<file path="config.mk">
export PLATFORM = sky130hd
export DESIGN_NAME = sadc_ctrl
export DESIGN_NICKNAME = d
export VERILOG_FILES = /design/src/core/sadc_pkg.sv /design/src/core/sadc_ctrl.sv
export SDC_FILE = /design/constraint.sdc
export NUM_CORES = 1
export LEC_CHECK = 0
export BUFFER_PORTS_ARGS = -buffer_cell sky130_fd_sc_hd__buf_2
export CORE_UTILIZATION = 25
export DETAILED_ROUTE_END_ITERATION = 8
export GPL_ROUTABILITY_DRIVEN = 0
export PLACE_DENSITY = 0.57
export SLEW_MARGIN = 0
export SYNTH_ARGS = -nofsm -noshare
export SYNTH_HDL_FRONTEND = slang
export SYNTH_SLANG_ARGS = --single-unit
</file>
<file path="constraint.sdc">
create_clock -name CLK_SYS_IN -period 4.51 [get_ports CLK_SYS_IN]
set_clock_uncertainty 0.05 [all_clocks]
set_input_delay 0.2255 -clock CLK_SYS_IN [delete_from_list [all_inputs] [get_ports CLK_SYS_IN]]
set_output_delay 0.2255 -clock CLK_SYS_IN [all_outputs]
set_load 0.05 [all_outputs]
</file>
<file path="src/core/sadc_pkg.sv">
// Constants and types shared by the converter control block
package sadc_pkg;

  // ****************************************************************
  // Register map: printed indices, byte address is four times each
  // ****************************************************************
  localparam logic [7:0] CSR_INDEX = 8'h45;
  localparam logic [7:0] UPPER_INDEX = 8'h46;
  localparam logic [7:0] LOWER_INDEX = 8'h47;
  localparam int unsigned ADDR_W = 12;
  localparam logic [11:0] CSR_ADDR = {2'h0, CSR_INDEX, 2'h0};
  localparam logic [11:0] UPPER_ADDR = {2'h0, UPPER_INDEX, 2'h0};
  localparam logic [11:0] LOWER_ADDR = {2'h0, LOWER_INDEX, 2'h0};

  // ****************************************************************
  // Reset values and result codes
  // ****************************************************************
  localparam logic [7:0] CSR_RESET = 8'h00;
  localparam logic [9:0] RESULT_RESET = 10'h000;
  localparam logic [9:0] FULL_SCALE = 10'h3FF;
  localparam logic [9:0] ZERO_SCALE = 10'h000;
  localparam logic [31:0] READ_ZERO = 32'h0000_0000;

  // ****************************************************************
  // Converter clock selection, index is {slow, speed}
  // ****************************************************************
  localparam logic [1:0] CLKSEL_DIV2 = 2'h0;
  localparam logic [1:0] CLKSEL_UNDIV = 2'h1;
  localparam logic [1:0] CLKSEL_DIV4 = 2'h2;
  localparam logic [1:0] CLKSEL_DIV2_ALT = 2'h3;
  localparam logic [1:0] DIV1_LAST = 2'h0;
  localparam logic [1:0] DIV2_LAST = 2'h1;
  localparam logic [1:0] DIV4_LAST = 2'h3;
  // Highest CPU clock at which the undivided setting is allowed
  localparam int unsigned UNDIV_MAX_HZ = 4_000_000;

  // Default conversion length in converter-clock ticks
  localparam int unsigned CONV_TICKS_DEFAULT = 14;

  // ****************************************************************
  // Types
  // ****************************************************************
  typedef struct packed {
    logic eoc;
    logic speed;
    logic power_on;
    logic slow;
    logic [3:0] input_select;
  } sadc_csr_t;

  typedef struct packed {
    logic valid;
    logic write;
    logic [11:0] addr;
  } sadc_bus_req_t;

  typedef enum logic [0:0] {
    SADC_OFF = 1'b0,
    SADC_RUN = 1'b1
  } sadc_state_t;

endpackage : sadc_pkg

</file>
<file path="src/core/sadc_ctrl.sv">
// Control, clocking and result logic of the 10-bit converter
//
// How it works
// Input above high reference reads full scale: upper FFh, lower 03h.
// Input below low reference reads zero in both result registers.
// Setting power-on starts conversions, repeated without software help.
// Each completed conversion sets the done flag; it loads the result unless locked or a lower read is under way.
// Reading the upper result register clears the done flag.
// Any write to the control/status register clears the done flag.
// Channel change mid-conversion aborts, clears done, restarts new channel.
// Reading the lower result register locks both result registers.
// Reading upper result or clearing power-on unlocks the results.
// While locked, finished results are dropped until the upper read.
// Clock pair {slow,speed}: 00 /2, 01 /1, 10 /4, 11 /2.
// Clearing power-on disables the converter and stops conversion.
// Four-bit input select picks analog input 0 to 15.
// Upper result register shows result bits 9:2 in bits 7:0.
// Lower register shows result bits 1:0; bits 7:2 read zero.
// Done flag bit 7 is read-only; results are read-only.
// All three registers reset to zero.
// CPU wait mode does not affect the converter.
// Halt mode disables the converter; software waits to settle.
// Software polls done, reads lower, then upper for ten bits.
// Software polls done, then reads only upper for eight bits.
// Conversion length in ticks is a parameter, same every time.
`timescale 1ns/100ps
`default_nettype none

module sadc_ctrl #(
  parameter int unsigned CONV_TICKS = sadc_pkg::CONV_TICKS_DEFAULT
) (
  input wire logic CLK_SYS_IN,
  input wire logic SRST_IN,
  input wire logic CE_IN,
  input wire logic HSEL_IN,
  input wire logic [31:0] HADDR_IN,
  input wire logic [1:0] HTRANS_IN,
  input wire logic HWRITE_IN,
  input wire logic [31:0] HWDATA_IN,
  input wire logic HREADY_IN,
  output logic [31:0] HRDATA_OUT,
  output logic HREADYOUT_OUT,
  output logic HRESP_OUT,
  input wire logic HALT_IN,
  input wire logic [9:0] SAMPLE_CODE_IN,
  input wire logic ABOVE_HIGH_IN,
  input wire logic BELOW_LOW_IN,
  output logic CONV_POWER_OUT,
  output logic CONV_START_OUT,
  output logic CONV_CLK_EN_OUT,
  output logic [3:0] INPUT_SELECT_OUT
);

  // ****************************************************************
  // State
  // ****************************************************************
  sadc_pkg::sadc_csr_t csr_q;
  sadc_pkg::sadc_csr_t csr_d;
  sadc_pkg::sadc_state_t state_q;
  sadc_pkg::sadc_state_t state_d;
  sadc_pkg::sadc_bus_req_t req_q;
  logic [9:0] result_q;
  logic locked_q;
  logic locked_d;
  logic [1:0] div_q;
  logic tick_q;
  logic [7:0] tick_cnt_q;
  logic start_q;
  logic power_q;
  logic [31:0] hrdata_q;
  logic hready_q;

  localparam logic [7:0] TICK_LAST = 8'(CONV_TICKS - 1);

  // ****************************************************************
  // Bus decode
  // ****************************************************************
  wire take = CE_IN && HSEL_IN && HREADY_IN && HTRANS_IN[1];
  wire data_ph = CE_IN && req_q.valid;
  wire hit_csr = req_q.addr == sadc_pkg::CSR_ADDR;
  wire hit_upper = req_q.addr == sadc_pkg::UPPER_ADDR;
  wire hit_lower = req_q.addr == sadc_pkg::LOWER_ADDR;
  wire wr_csr = data_ph && req_q.write && hit_csr;
  wire rd_upper = data_ph && !req_q.write && hit_upper;
  wire rd_lower = data_ph && !req_q.write && hit_lower;
  wire [7:0] wr_byte = HWDATA_IN[7:0];

  // ****************************************************************
  // Converter sequencing
  // ****************************************************************
  wire running = state_q == sadc_pkg::SADC_RUN;
  // Wait mode has no input: only halt gates the converter besides power-on
  wire run_next = csr_d.power_on && !HALT_IN;
  wire [1:0] clk_sel = {csr_q.slow, csr_q.speed};
  wire chan_change = wr_csr && running && run_next
    && (wr_byte[3:0] != csr_q.input_select);
  wire abort = running && (!run_next || chan_change);
  wire conv_done = CE_IN && running && !abort && tick_q
    && (tick_cnt_q == TICK_LAST);
  // A finished conversion immediately begins the next one
  wire start = CE_IN && run_next
    && (!running || chan_change || conv_done);
  wire [9:0] clamped_code = ABOVE_HIGH_IN ? sadc_pkg::FULL_SCALE
    : BELOW_LOW_IN ? sadc_pkg::ZERO_SCALE
    : SAMPLE_CODE_IN;
  // A lower read in the same cycle keeps the pair it is reading together
  wire load_result = conv_done && !locked_q && !rd_lower;
  wire [1:0] div_last = (clk_sel == sadc_pkg::CLKSEL_UNDIV)
    ? sadc_pkg::DIV1_LAST
    : (clk_sel == sadc_pkg::CLKSEL_DIV4) ? sadc_pkg::DIV4_LAST
    : sadc_pkg::DIV2_LAST;
  wire eoc_clear = wr_csr || rd_upper;

  // ****************************************************************
  // Read data selection
  // ****************************************************************
  wire [31:0] rd_csr_word = {24'h00_0000, csr_q};
  wire [31:0] rd_upper_word = {24'h00_0000, result_q[9:2]};
  wire [31:0] rd_lower_word = {30'h0000_0000, result_q[1:0]};
  wire [31:0] rd_word = hit_csr ? rd_csr_word
    : hit_upper ? rd_upper_word
    : hit_lower ? rd_lower_word
    : sadc_pkg::READ_ZERO;

  // Hardware set wins over any clear landing in the same cycle
  always_comb
  begin
    csr_d = csr_q;
    if (wr_csr)
    begin
      csr_d.speed = wr_byte[6];
      csr_d.power_on = wr_byte[5];
      csr_d.slow = wr_byte[4];
      csr_d.input_select = wr_byte[3:0];
    end
    if (conv_done)
    begin
      csr_d.eoc = 1'b1;
    end
    else if (eoc_clear || chan_change)
    begin
      csr_d.eoc = 1'b0;
    end
  end

  // Unlock has priority so a converter with power-on cleared never stays locked
  always_comb
  begin
    locked_d = locked_q;
    if (rd_upper || !csr_d.power_on)
    begin
      locked_d = 1'b0;
    end
    else if (rd_lower)
    begin
      locked_d = 1'b1;
    end
  end

  always_comb
  begin
    state_d = state_q;
    if (CE_IN)
    begin
      case (state_q)
        sadc_pkg::SADC_OFF:
          state_d = run_next ? sadc_pkg::SADC_RUN : sadc_pkg::SADC_OFF;
        sadc_pkg::SADC_RUN:
          state_d = run_next ? sadc_pkg::SADC_RUN : sadc_pkg::SADC_OFF;
        default:
          state_d = sadc_pkg::SADC_OFF;
      endcase
    end
  end

  // ****************************************************************
  // Registers
  // ****************************************************************
  always_ff @(posedge CLK_SYS_IN)
  begin
    if (SRST_IN)
    begin
      csr_q <= sadc_pkg::CSR_RESET;
      locked_q <= 1'b0;
      state_q <= sadc_pkg::SADC_OFF;
    end
    else if (CE_IN)
    begin
      csr_q <= csr_d;
      locked_q <= locked_d;
      state_q <= state_d;
    end
  end

  always_ff @(posedge CLK_SYS_IN)
  begin
    if (SRST_IN)
    begin
      result_q <= sadc_pkg::RESULT_RESET;
    end
    else if (load_result)
    begin
      result_q <= clamped_code;
    end
  end

  // Divider restarts with every conversion so each one has equal length
  always_ff @(posedge CLK_SYS_IN)
  begin
    if (SRST_IN)
    begin
      div_q <= 2'h0;
      tick_q <= 1'b0;
    end
    else if (CE_IN)
    begin
      if (start || !running)
      begin
        div_q <= 2'h0;
        tick_q <= 1'b0;
      end
      else if (div_q >= div_last)
      begin
        div_q <= 2'h0;
        tick_q <= 1'b1;
      end
      else
      begin
        div_q <= div_q + 2'h1;
        tick_q <= 1'b0;
      end
    end
  end

  always_ff @(posedge CLK_SYS_IN)
  begin
    if (SRST_IN)
    begin
      tick_cnt_q <= 8'h00;
    end
    else if (CE_IN)
    begin
      if (start || !running)
      begin
        tick_cnt_q <= 8'h00;
      end
      else if (tick_q)
      begin
        tick_cnt_q <= tick_cnt_q + 8'h01;
      end
    end
  end

  always_ff @(posedge CLK_SYS_IN)
  begin
    if (SRST_IN)
    begin
      start_q <= 1'b0;
      power_q <= 1'b0;
    end
    else if (CE_IN)
    begin
      start_q <= start;
      power_q <= run_next;
    end
  end

  // ****************************************************************
  // AHB-Lite slave: one wait state, response always OKAY
  // ****************************************************************
  always_ff @(posedge CLK_SYS_IN)
  begin
    if (SRST_IN)
    begin
      req_q <= '0;
      hready_q <= 1'b1;
      hrdata_q <= sadc_pkg::READ_ZERO;
    end
    else if (CE_IN)
    begin
      req_q.valid <= take;
      req_q.write <= HWRITE_IN;
      req_q.addr <= HADDR_IN[sadc_pkg::ADDR_W-1:0];
      hready_q <= !take;
      if (data_ph && !req_q.write)
      begin
        hrdata_q <= rd_word;
      end
    end
  end

  assign HRDATA_OUT = hrdata_q;
  assign HREADYOUT_OUT = hready_q;
  assign HRESP_OUT = 1'b0;
  assign CONV_POWER_OUT = power_q;
  assign CONV_START_OUT = start_q;
  assign CONV_CLK_EN_OUT = tick_q;
  assign INPUT_SELECT_OUT = csr_q.input_select;
endmodule : sadc_ctrl

`default_nettype wire

</file>
After elaboration in Yosys (flattened, before gate mapping) --
Cells that the tools add are included.
Word-level totals: word-level logic and storage cells 93, input port bits 85, register bits after elaboration 80, output and inout port bits 41
Cells by class: add/sub/neg operators 2, eq/ne operators 7, multiplexer cells 19, reductions and logical operators 46, magnitude comparators 1
Operator list (number):
- 12-bit by 9-bit == test with 1-bit output (second input constant) | 3
- 8-bit 2-to-1 mux | 4
- 1-bit logical AND | 22
- 10-bit 2-to-1 mux | 2
- 2-bit 2-to-1 mux | 5
- 2-bit AND reduction | 5
- 1-bit zero test | 9
- 8-bit by 1-bit adder with 8-bit output (second input constant) | 1
- 8-bit by 4-bit == test with 1-bit output (second input constant) | 1
- 1-bit logical OR | 7
- 1-bit 2-to-1 mux | 7
- 6-bit 2-to-1 mux | 1
- 2-bit nonzero test | 3
- 4-bit inequality test | 1
- 2-bit by 1-bit adder with 2-bit output (second input constant) | 1
- 2-bit by 1-bit == test with 1-bit output (second input constant) | 1
- 2-bit == test (second input constant) | 1
- 2-bit >= comparator | 1

Longest topological paths before layout --
Gate-level depths: netlist of run 1.
word-level depth 18, depth in mapped cells 8, gate-level depth less buffers 7

Worst setup path before layout of run 1 --
No wires, ideal clock.
kind register -> register, start point register tick_q (netlist: CONV_CLK_EN_OUT), end point register result_q[0], setup slack 2.497 ns, stages on the path, launching flop included 6, arrival time 1.841 ns, period minus slack after synthesis 2.013 ns, library setup time 0.121 ns, path buffers 0, path through dfxtp_1 nor4bb_1 nand3_1 nor2_1 o211ai_4 mux2_4
Between the ends: cells in the longest elaborated chain, start to end 4
Ends and longest elaborated chain:
- start, declared | RTL line sadc_ctrl.sv:66 | logic tick_q;
- start signal, assigned | RTL line sadc_ctrl.sv:213 | tick_q <= 1'b0;
- start signal, assigned | RTL line sadc_ctrl.sv:220 | tick_q <= 1'b0;
- start signal, assigned | RTL line sadc_ctrl.sv:225 | tick_q <= 1'b1;
- 1-bit logical AND | RTL line sadc_ctrl.sv:98 | wire conv_done = CE_IN && running && !abort && tick_q
- 1-bit logical AND | RTL line sadc_ctrl.sv:99 | && (tick_cnt_q == TICK_LAST);
- 1-bit logical AND (2 in a row) | RTL line sadc_ctrl.sv:107 | wire load_result = conv_done && !locked_q && !rd_lower;
- end signal, assigned | RTL line sadc_ctrl.sv:199 | result_q <= sadc_pkg::RESULT_RESET;
- end signal, assigned | RTL line sadc_ctrl.sv:203 | result_q <= clamped_code;
- end, declared | RTL line sadc_ctrl.sv:62 | logic [9:0] result_q;
No other way between the ends. A chain may end at the register's enable or synchronous reset.

Worst setup path in the final report of run 1 --
start point register req_q[5] (netlist name), end point register result_q[0]
Between the ends: cells in the longest elaborated chain, start to end 14
Ends and longest elaborated chain:
- start, declared | RTL line sadc_ctrl.sv:61 | sadc_pkg::sadc_bus_req_t req_q;
- 12-bit by 9-bit == test with 1-bit output | RTL line sadc_ctrl.sv:80 | wire hit_csr = req_q.addr == sadc_pkg::CSR_ADDR;
- 1-bit logical AND | RTL line sadc_ctrl.sv:83 | wire wr_csr = data_ph && req_q.write && hit_csr;
- 6-bit 2-to-1 mux | RTL line sadc_ctrl.sv:129 | if (wr_csr)
- 1-bit logical AND | RTL line sadc_ctrl.sv:93 | wire run_next = csr_d.power_on && !HALT_IN;
- 1-bit logical AND | RTL line sadc_ctrl.sv:95 | wire chan_change = wr_csr && running && run_next
- 1-bit logical AND | RTL line sadc_ctrl.sv:96 | && (wr_byte[3:0] != csr_q.input_select);
- 1-bit logical OR | RTL line sadc_ctrl.sv:97 | wire abort = running && (!run_next || chan_change);
- 1-bit logical AND | RTL line sadc_ctrl.sv:97
- 1-bit zero test | RTL line sadc_ctrl.sv:98
- 1-bit logical AND (2 in a row) | RTL line sadc_ctrl.sv:98
- 1-bit logical AND | RTL line sadc_ctrl.sv:99
- 1-bit logical AND | RTL line sadc_ctrl.sv:107
- 1-bit logical AND (*) | RTL line sadc_ctrl.sv:107
Every way passes the cells marked *; elsewhere a longest branch is shown, timed or not.

==> results of run 1 <==
==> report_power, final <==
part	switching, mW	internal [mW]
clock network	0.181	0.206
registers	0.00806	0.494
logic	0.0884	0.0330
==> per-layer routing <==
| metal | up-vias | track usage |
|---|---|---|
| met1 | 1051 | 0.144 |
| met3 | 6 | 0.0227 |
| met5 | - | 0 |
| met4 | 0 | 0.0347 |
| li1 | 1117 | - |
| met2 | 59 | 0.179 |
==> cell type report <==
type | instances | area, sq um | share of cell area
Clock inverter | 3 | 18.8 | 0.00575
Tap cell | 140 | 175 | 0.0536
Multi-Input combinational cell | 232 | 1550 | 0.474
Sequential cell | 55 | 1100 | 0.337
Inverter | 7 | 26.3 | 0.00805
Timing Repair Buffer | 54 | 270 | 0.0828
Clock buffer | 5 | 125 | 0.0383
==> cell families after synthesis <==
family                     count (synthesis)
DFF                                       55
xor gates and xnor gates                   5
other                                      1
and+or+nand+nor                          106
adders and majority gates                  4
AOI/OAI and AO/OA                         58
buffers and inverters                     51
muxes                                     34
==> worst max-delay path: stages, from the launching register on <==
cell and delay, ps:
dfxtp_1 320, nor4b_2 420, nand4_2 500, and2_4 340, o211ai_4 470, mux2_4 350
==> registers in the layout (all words and copies together), names as in the netlist <==
| register | flops |
|---|---|
| req_q | 14 |
| result_q | 10 |
| HRDATA_OUT | 8 |
| tick_cnt_q | 8 |
| INPUT_SELECT_OUT | 4 |
| clk_sel | 2 |
| csr_q | 2 |
| div_q | 2 |
| CONV_CLK_EN_OUT | 1 |
| CONV_START_OUT | 1 |
| HREADYOUT_OUT | 1 |
| locked_q | 1 |
| running | 1 |
==> cells in the mapped netlist, types with 2 or more instances <==
master / instances
ha_1: 4
buf_4: 29
o21ai_0: 9
mux2_2: 3
or4_1: 2
or3_1: 5
and3_1: 2
nand3_1: 4
a21oi_1: 29
nor2_1: 40
buf_2: 4
nand2_1: 13
and4b_1: 2
o21a_1: 2
mux2i_1: 21
dfxtp_1: 55
nand3b_1: 3
and2_1: 5
clkbuf_1: 8
xor2_1: 5
a22oi_1: 8
nor2b_1: 14
mux2_4: 10
nor3b_1: 3
nand2b_1: 4
o31ai_1: 2
buf_1: 3
inv_1: 6
==> path summary, 6_finish.rpt <==
path	startpoint	end	slack, ps	depth (start not counted)
worst max register to register	req_q[5]$_SDFFE_PP0P_	result_q[0]$_SDFFE_PP0P_	1940	5
worst min-delay path	HWDATA_IN[6]	clk_sel[0]$_SDFFE_PP0P_	120	3
worst min register to register	result_q[7]$_SDFFE_PP0P_	HRDATA_OUT[5]$_SDFFE_PP0P_	400	2
worst max-delay path	req_q[5]$_SDFFE_PP0P_	result_q[0]$_SDFFE_PP0P_	1940	5
==> through the flow <==
step | setup slack (ps) | instances | hold WS [ps]
floorplan | 2500 | 338 | 319
global placement | 1690 | 488 | 394
detailed placement | 1660 | 488 | 395
CTS | 1890 | 496 | 113
global route | 1710 | 496 | 130
finish | 1940 | 496 | 117
==> reports/metrics.yaml, run 1 <==
yosys:
  syn_area_sq_um: 2870
  synth.avg_cell_area_sq_um: 9.12
  ys_seq_elements: 55
  synth-edff-count: 0
  synth_cell_types: 47
  synth_mux_area_frac: 0.138
  async_flop_share: 0
  synthCells: 314
  synth_xor_area_frac: 0.0153
  synth_top_family_by_area: "simple AND/OR/NAND/NOR gates"
  ys_warn_count: 0
  synth_compound_area_frac: 0.132
  synth_flop_cell: "dfxtp_1"
  synth.area.top_cells: "dfxtp_1 (38%), buf_4 (7.6%), mux2i_1 (7.3%)"
  synth-simple-area-share: 0.206
  ys_seq_area_frac: 0.384
  synth.top_cell.area_share: 0.384
  yosysTopAreaCell: "dfxtp_1"
  synth_fa_ha_area_frac: 0.0175
worst_setup_path:
  startpoint_type: "flip-flop"
  worstPathRequired_ps: 4640
  cp_data_arrival_time_ps: 2700
  critPathCaptureType: "flip-flop"
  crit_fanout: 14
  critPathKind: "flip-flop to flip-flop"
routing:
  vias: 2233
  wl_per_cell_microns: 12.5
  top_layer: "met4"
  first_pass_iters: 4
  viasPerCell: 4.50
  route.met3.wl_microns: 225
  drtIter0Drc: 104
  route.met2.wl_mm: 2.75
  antenna_left: 0
  wl_mm: 6.21
  remaining_drc_errors: 0
  m1WireLength_mm: 3.14
timing:
  setup_viol: 0
  fin_tns_setup_ps: 0
  fmax_mhz: 389
  tightest_slew_ps: 1020
  slew_viol_final: 0
  min_period_ps: 2570
  post-route-period-util: 0.570
  rsz0062_at_grt: "no"
  hold_viol: 0
  slew_headroom: 0.319
finish:
  mostFrequentLayoutCell: "dfxtp_1"
  mostFrequentLayoutCells: "dfxtp_1 (55), buf_2 (54), nor2_1 (40)"
  fillers: 1168
  area_delta_synth_final_pct: 14.0
  diodes: 0
  stdcell_area_sq_um: 3270
  final_layout_size_suffix_gt1_frac: 0.230
  nets: 444
  fin_util: 0.297
clocking:
  cts_buffers: 5
  cts_buffer_depth: 2
  clk_latency_ps: 290
  cts_sinks: 55
  root_buffer: "clkbuf_16"
  cts.clk_slew.worst_paths_ps: 70
  cts_setup_buffers: 0
  tritoncts: "done"
  cts_max_level: 2
  postCtsHoldBufs: 0
  cts_resized: 0
power:
  peakVddDrop_mv: 0.142
  power.total_mw: 1.01
  power_leakage_nw: 1.44
  powerDensity_nw_per_um2: 309
floorplanning:
  num_io_pins: 126
  initial_core_util: 0.261
  die_h_microns: 109
  die_w_microns: 109
  dieArea_sq_um: 11900
  core_area_sq_um: 11000
  rows: 38
run:
  maxCapViolCount: 0
grt:
  grt_pass1_vias: 2069
  grt_usage: 0.110
  grt-ovfl-total: 0
  grt_pass1_wl_mm: 10.2
  grt_max_degree: 57
  antenna_found_initial: 0
placement:
  postPlaceCellArea_sq_um: 3120
  numPortBuffers: 54
  dp_hpwl_mm: 4.56
worst_hold_path:
  hp-class: "primary input to flip-flop"
run_status:
  outcome: "finished, final reports clean"
Power figures use the tool's default switching activity.
==> inputs of run 2 (changes only) <==
- clock period: 4.51 -> 2.5 ns (I/O delays scaled with it)
==> reports/metrics.yaml, run 2 (synthesized netlist as in run 1, its figures left out) <==
power:
  peakVddDrop_mv: 0.332  # was 0.142 mV
  power_leakage_nw: 1.47  # was 1.44 nW
  pwr-share-comb: 0.122  # was 0.120
  p_int_mw: 1.34  # was 0.733 mW
  powerDensity_nw_per_um2: 554  # was 309 nW/um^2
  switching_share: 0.275  # was 0.274
  clockPowerShare: 0.387  # was 0.383
  p_seq_frac: 0.491  # was 0.497
  p_switching_mw: 0.507  # was 0.277 mW
finish:
  area_delta_synth_final_pct: 16.2  # was 14.0%
  fin_cells: 503  # was 496
  mostFrequentLayoutCell: "dfxtp_1"  # unchanged
  largest_register: "req_q"  # unchanged
  final_layout_size_suffix_gt1_frac: 0.245  # was 0.230
  mostFrequentLayoutCells: "dfxtp_1 (55), buf_2 (54), nor2_1 (40)"  # unchanged
  largest_reg_flops: 14  # unchanged
  diodes: 0  # unchanged
  reg_top3: "req_q: 14 flops, result_q: 10 flops"  # unchanged
  nets: 451  # was 444
routing:
  antenna_left: 0  # unchanged
  first_pass_iters: 4  # unchanged
  route.met2.wl_mm: 2.76  # was 2.75 mm
  viasPerCell: 4.38  # was 4.50
  drtIter0Drc: 110  # was 104
  wl_mm: 6.21  # about the same
  vias: 2203  # was 2233
  m1WireLength_mm: 3.14  # about the same
  route.met3.wl_microns: 198  # was 225 microns
  wl_per_cell_microns: 12.4  # was 12.5 microns
  remaining_drc_errors: 0  # unchanged
  top_layer: "met4"  # unchanged
worst_setup_path:
  critPathCaptureType: "flip-flop"  # unchanged
  crit_fanout: 10  # was 14
  critPathKind: "flip-flop to flip-flop"  # unchanged
  cp_data_arrival_time_ps: 2270  # was 2700 ps
  worstPathRequired_ps: 2630  # was 4640 ps
  startpoint_type: "flip-flop"  # unchanged
  worstRegToRegCells: 5  # unchanged
floorplanning:
  die_h_microns: 109  # unchanged
  num_io_pins: 126  # unchanged
  core_area_sq_um: 11000  # unchanged
  die_w_microns: 109  # unchanged
  rows: 38  # unchanged
  dieArea_sq_um: 11900  # unchanged
  initial_core_util: 0.261  # unchanged
timing:
  fin_tns_setup_ps: 0  # unchanged
  setup_viol: 0  # unchanged
  hold_viol: 0  # unchanged
  post-route-period-util: 0.857  # was 0.570
  rsz0062_at_grt: "no"  # unchanged
  slew_viol_final: 0  # unchanged
  slew_headroom: 0.630  # was 0.319
  fmax_mhz: 467  # was 389 MHz
  tightest_slew_ps: 552  # was 1020 ps
  postLayoutSetupSlackWorst_ps: 358  # was 1940 ps
  min_period_ps: 2140  # was 2570 ps
clocking:
  cts_buffer_depth: 2  # unchanged
  tritoncts: "done"  # unchanged
  root_buffer: "clkbuf_16"  # unchanged
  cts_sinks: 55  # unchanged
  cts.clk_slew.worst_paths_ps: 70  # about the same
  clk_latency_ps: 290  # about the same
  postCtsHoldBufs: 0  # unchanged
  cts_buffers: 5  # unchanged
  cts_setup_buffers: 0  # unchanged
  cts_resized: 0  # unchanged
  cts_max_level: 2  # unchanged
grt:
  grt_max_degree: 32  # was 57
  grt_usage: 0.108  # was 0.110
  grt_pass1_vias: 2082  # was 2069
  grt-ovfl-total: 0  # unchanged
  grt_pass1_wl_mm: 10.0  # was 10.2 mm
  antenna_found_initial: 0  # unchanged
worst_hold_path:
  hp-class: "primary input to flip-flop"  # unchanged
  hold_path_depth: 3  # unchanged
placement:
  post-place-cells: 495  # was 488
  numPortBuffers: 54  # unchanged
  dp_hpwl_mm: 4.79  # was 4.56 mm
  pre_cts_slack_ps: 338  # was 1660 ps
run_status:
  outcome: "finished, final reports clean"  # unchanged
run:
  maxCapViolCount: 0  # unchanged
-- run 2: metrics by stage --
step	power [mW]	area (sq um)	hold WS (ps)	util
final	1.84	3330	17.1	0.303
after global routing	1.92	3330	21.9	0.303
after CTS	1.88	3330	13.7	0.303
after detailed placement	1.15	3170	320	0.289
after global placement	1.15	3170	311	0.289
after floorplan	1.12	2960	219	-
-- run 2: metal layers --
| metal | vias to the layer above | global-route usage |
|---|---|---|
| met5 | - | 0 |
| met4 | 0 | 0.0376 |
| met3 | 9 | 0.0173 |
| met2 | 52 | 0.172 |
| met1 | 1014 | 0.146 |
| li1 | 1128 | - |
-- run 2: power by group through the flow --
stage | Clock, mW | Combinational [mW] | Sequential, mW
5_1_grt | 0.770 | 0.245 | 0.907
3_5_place_dp | 0 | 0.226 | 0.926
4_1_cts | 0.744 | 0.227 | 0.905
3_3_place_gp | 0 | 0.224 | 0.925
2_1_floorplan | 0 | 0.199 | 0.925
6_report | 0.714 | 0.226 | 0.905
-- run 2: path summary, 6_finish.rpt --
check	startpoint	to	slack (ps)
worst max-delay path	req_q[5]$_SDFFE_PP0P_	result_q[5]$_SDFFE_PP0P_	360
worst min-delay path	HADDR_IN[3]	req_q[3]$_SDFFE_PP0P_	20
worst max register to register	req_q[5]$_SDFFE_PP0P_	result_q[5]$_SDFFE_PP0P_	360
worst min register to register	result_q[7]$_SDFFE_PP0P_	HRDATA_OUT[5]$_SDFFE_PP0P_	410
-- run 2: final cells by class --
| cell class | instances | area (sq um) |
|---|---|---|
| clock buffers | 5 | 125 |
| flip-flops and latches | 55 | 1100 |
| clock inverters | 3 | 28.8 |
| well taps | 140 | 175 |
| fillers | 1146 | 7650 |
| multi-input cells | 232 | 1550 |
| repair buffers | 61 | 323 |
| inverters | 7 | 26.3 |
-- run 2: worst max-delay path: stages (launching register included) --
cell	delay, ps
dfxtp_1	330
nor4b_2	400
nand4_2	220
and2_4	210
o211ai_4	480
mux2_4	350
==> inputs of run 3 (changes only) <==
==> constraint.sdc (replaced) <==
create_clock -name CLK_SYS_IN -period 2.5 [get_ports CLK_SYS_IN]
set_clock_uncertainty 0.05 [all_clocks]
set_input_delay 0.375 -clock CLK_SYS_IN [delete_from_list [all_inputs] [get_ports CLK_SYS_IN]]
set_output_delay 0.375 -clock CLK_SYS_IN [all_outputs]
set_load 0.05 [all_outputs]
==> reports/metrics.yaml, run 3 (synthesized netlist as in run 1, its figures left out) <==
finish:
  reg_top3: "req_q: 14 flops, result_q: 10 flops"  # unchanged
  area_delta_synth_final_pct: 16.1  # was 16.2%
  largest_register: "req_q"  # unchanged
  largest_reg_flops: 14  # unchanged
  nets: 450  # was 451
  final_layout_size_suffix_gt1_frac: 0.243  # was 0.245
  mostFrequentLayoutCell: "dfxtp_1"  # unchanged
  mostFrequentLayoutCells: "dfxtp_1 (55), buf_2 (54), nor2_1 (40)"  # unchanged
  fillers: 1165  # was 1146
floorplanning:
  initial_core_util: 0.261  # unchanged
  num_io_pins: 126  # unchanged
  dieArea_sq_um: 11900  # unchanged
  core_area_sq_um: 11000  # unchanged
  rows: 38  # unchanged
  die_h_microns: 109  # unchanged
  die_w_microns: 109  # unchanged
worst_setup_path:
  worstRegToRegCells: 5  # unchanged
  worstPathRequired_ps: 2640  # was 2630 ps
  crit_fanout: 10  # unchanged
  startpoint_type: "flip-flop"  # unchanged
  crit_chain: "nor4b_2 > nand4_2 > and2_4 > o211ai_4 > mux2_4"  # unchanged
  r2r-start: "req_q[5]$_SDFFE_PP0P_"  # unchanged
  crit_family: "simple AND/OR/NAND/NOR gates"  # unchanged
  critPathSlowestCell: "o211ai_4"  # unchanged
  critPathKind: "flip-flop to flip-flop"  # unchanged
  critPathCaptureType: "flip-flop"  # unchanged
  crit_buf_inv: 0  # unchanged
  max_stage_delay_ps: 470  # was 480 ps
  cp_data_arrival_time_ps: 2290  # was 2270 ps
  timing.rr.end: "result_q[2]$_SDFFE_PP0P_"  # was result_q[5]$_SDFFE_PP0P_
  r2r_slack_ps: 350  # was 360 ps
run_status:
  outcome: "finished, final reports clean"  # unchanged
worst_hold_path:
  hp-class: "primary input to flip-flop"  # unchanged
  min_to: "clk_sel[1]$_SDFFE_PP0P_"  # was req_q[3]$_SDFFE_PP0P_
  worst_hold_startpoint: "HWDATA_IN[4]"  # was HADDR_IN[3]
  hold_path_depth: 3  # unchanged
grt:
  antenna_found_initial: 0  # unchanged
  grt.met2_usage: 0.160  # was 0.172
  use_met3: 0.0251  # was 0.0173
  met1_usage: 0.155  # was 0.146
  grt_pass1_vias: 2054  # was 2082
  grt_max_degree: 45  # was 32
  grt_pass1_wl_mm: 10.2  # was 10.0 mm
  busiest_layer: "met2"  # unchanged
  grt-ovfl-total: 0  # unchanged
  grt_usage: 0.110  # was 0.108
clocking:
  clk_latency_ps: 300  # was 290 ps
  cts_buffer_depth: 2  # unchanged
  root_buffer: "clkbuf_16"  # unchanged
  cts_resized: 0  # unchanged
  tritoncts: "done"  # unchanged
  cts_buffers: 5  # unchanged
  cts_sinks: 55  # unchanged
  cts.clk_slew.worst_paths_ps: 80  # was 70 ps
  cts_max_level: 2  # unchanged
  postCtsHoldBufs: 0  # unchanged
  cts_setup_buffers: 0  # unchanged
power:
  powerDensity_nw_per_um2: 561  # was 554 nW/um^2
  peakVddDrop_mv: 0.343  # was 0.332 mV
  power_leakage_nw: 1.47  # about the same
  power.total_mw: 1.87  # was 1.84 mW
routing:
  wl_per_cell_microns: 12.2  # was 12.4 microns
  remaining_drc_errors: 0  # unchanged
  antenna_left: 0  # unchanged
  drtIter0Drc: 95  # was 110
  vias: 2200  # was 2203
  wl_mm: 6.15  # was 6.21 mm
  viasPerCell: 4.37  # was 4.38
  first_pass_iters: 4  # unchanged
timing:
  fin_tns_setup_ps: 0  # unchanged
  tightest_slew_ps: 795  # was 552 ps
  slew_headroom: 0.470  # was 0.630
  hold_viol: 0  # unchanged
  fmax_mhz: 465  # was 467 MHz
  rsz0062_at_grt: "no"  # unchanged
  post-route-period-util: 0.861  # was 0.857
  setup_viol: 0  # unchanged
  min_period_ps: 2150  # was 2140 ps
  slew_viol_final: 0  # unchanged
run:
  maxCapViolCount: 0  # unchanged
placement:
  numPortBuffers: 54  # unchanged
  dp_hpwl_mm: 4.65  # was 4.79 mm
==> run 3: cell types whose count changed in the layout (fill, tap and decap cells not counted), sizes merged <==
cell and delta:
clkinv -1, inv +1, diode +1, buf -1
==> run 3: routing by layer <==
metal	vias up	part of all wire
met4	0	0.019
met5	-	0
li1	1131	-
met3	9	0.046
met2	54	0.43
met1	1006	0.50
==> run 3: per-stage QoR <==
| step | area, sq um | hold slack [ps] | util | std cells | worst slack, ps |
|---|---|---|---|---|---|
| floorplan | 2960 | 377 | - | 338 | 487 |
| global placement | 3170 | 393 | 0.288 | 494 | 283 |
| detailed placement | 3170 | 396 | 0.288 | 494 | 288 |
| CTS | 3320 | 254 | 0.303 | 502 | 308 |
| global route | 3320 | 261 | 0.303 | 502 | 141 |
| finish | 3330 | 260 | 0.303 | 503 | 348 |
==> run 3: power breakdown <==
| group | total (mW) | leakage, nW | switching, mW | internal [mW] |
|---|---|---|---|---|
| clock | 0.738 | 0.0778 | 0.350 | 0.388 |
| sequential | 0.905 | 0.446 | 0.0142 | 0.891 |
| combinational | 0.223 | 0.947 | 0.160 | 0.0636 |
| total | 1.87 | 1.47 | 0.524 | 1.34 |
==> run 3: final cells by class <==
type / instances / area, sq um / share of cell area
timing repair buffer: 60 / 315 / 0.0948
inverter: 7 / 26.3 / 0.00790
clock buffer: 5 / 125 / 0.0376
multi-input combinational: 232 / 1550 / 0.466
sequential: 55 / 1100 / 0.331
tap: 140 / 175 / 0.0527
clock inverter: 3 / 31.3 / 0.00941
antenna: 1 / 2.50 / 0.000752
==> run 3: worst max path at each step <==
| stage | startpoint | end | slack (ps) | cells past startpoint |
|---|---|---|---|---|
| floorplan | CONV_CLK_EN_OUT$_SDFFE_PP0P_ | result_q[0]$_SDFFE_PP0P_ | 490 | 5 |
| global placement | HWDATA_IN[5] | result_q[2]$_SDFFE_PP0P_ | 280 | 6 |
| detailed placement | CE_IN | result_q[2]$_SDFFE_PP0P_ | 290 | 7 |
| CTS | req_q[5]$_SDFFE_PP0P_ | result_q[0]$_SDFFE_PP0P_ | 310 | 5 |
| global route | req_q[5]$_SDFFE_PP0P_ | div_q[1]$_SDFFE_PP0P_ | 140 | 6 |
| finish | req_q[5]$_SDFFE_PP0P_ | result_q[2]$_SDFFE_PP0P_ | 350 | 5 |
==> run 3: worst min-delay path: stages <==
cell     delay [ps]
buf_2            80
mux2i_1          50
nor2_1           70
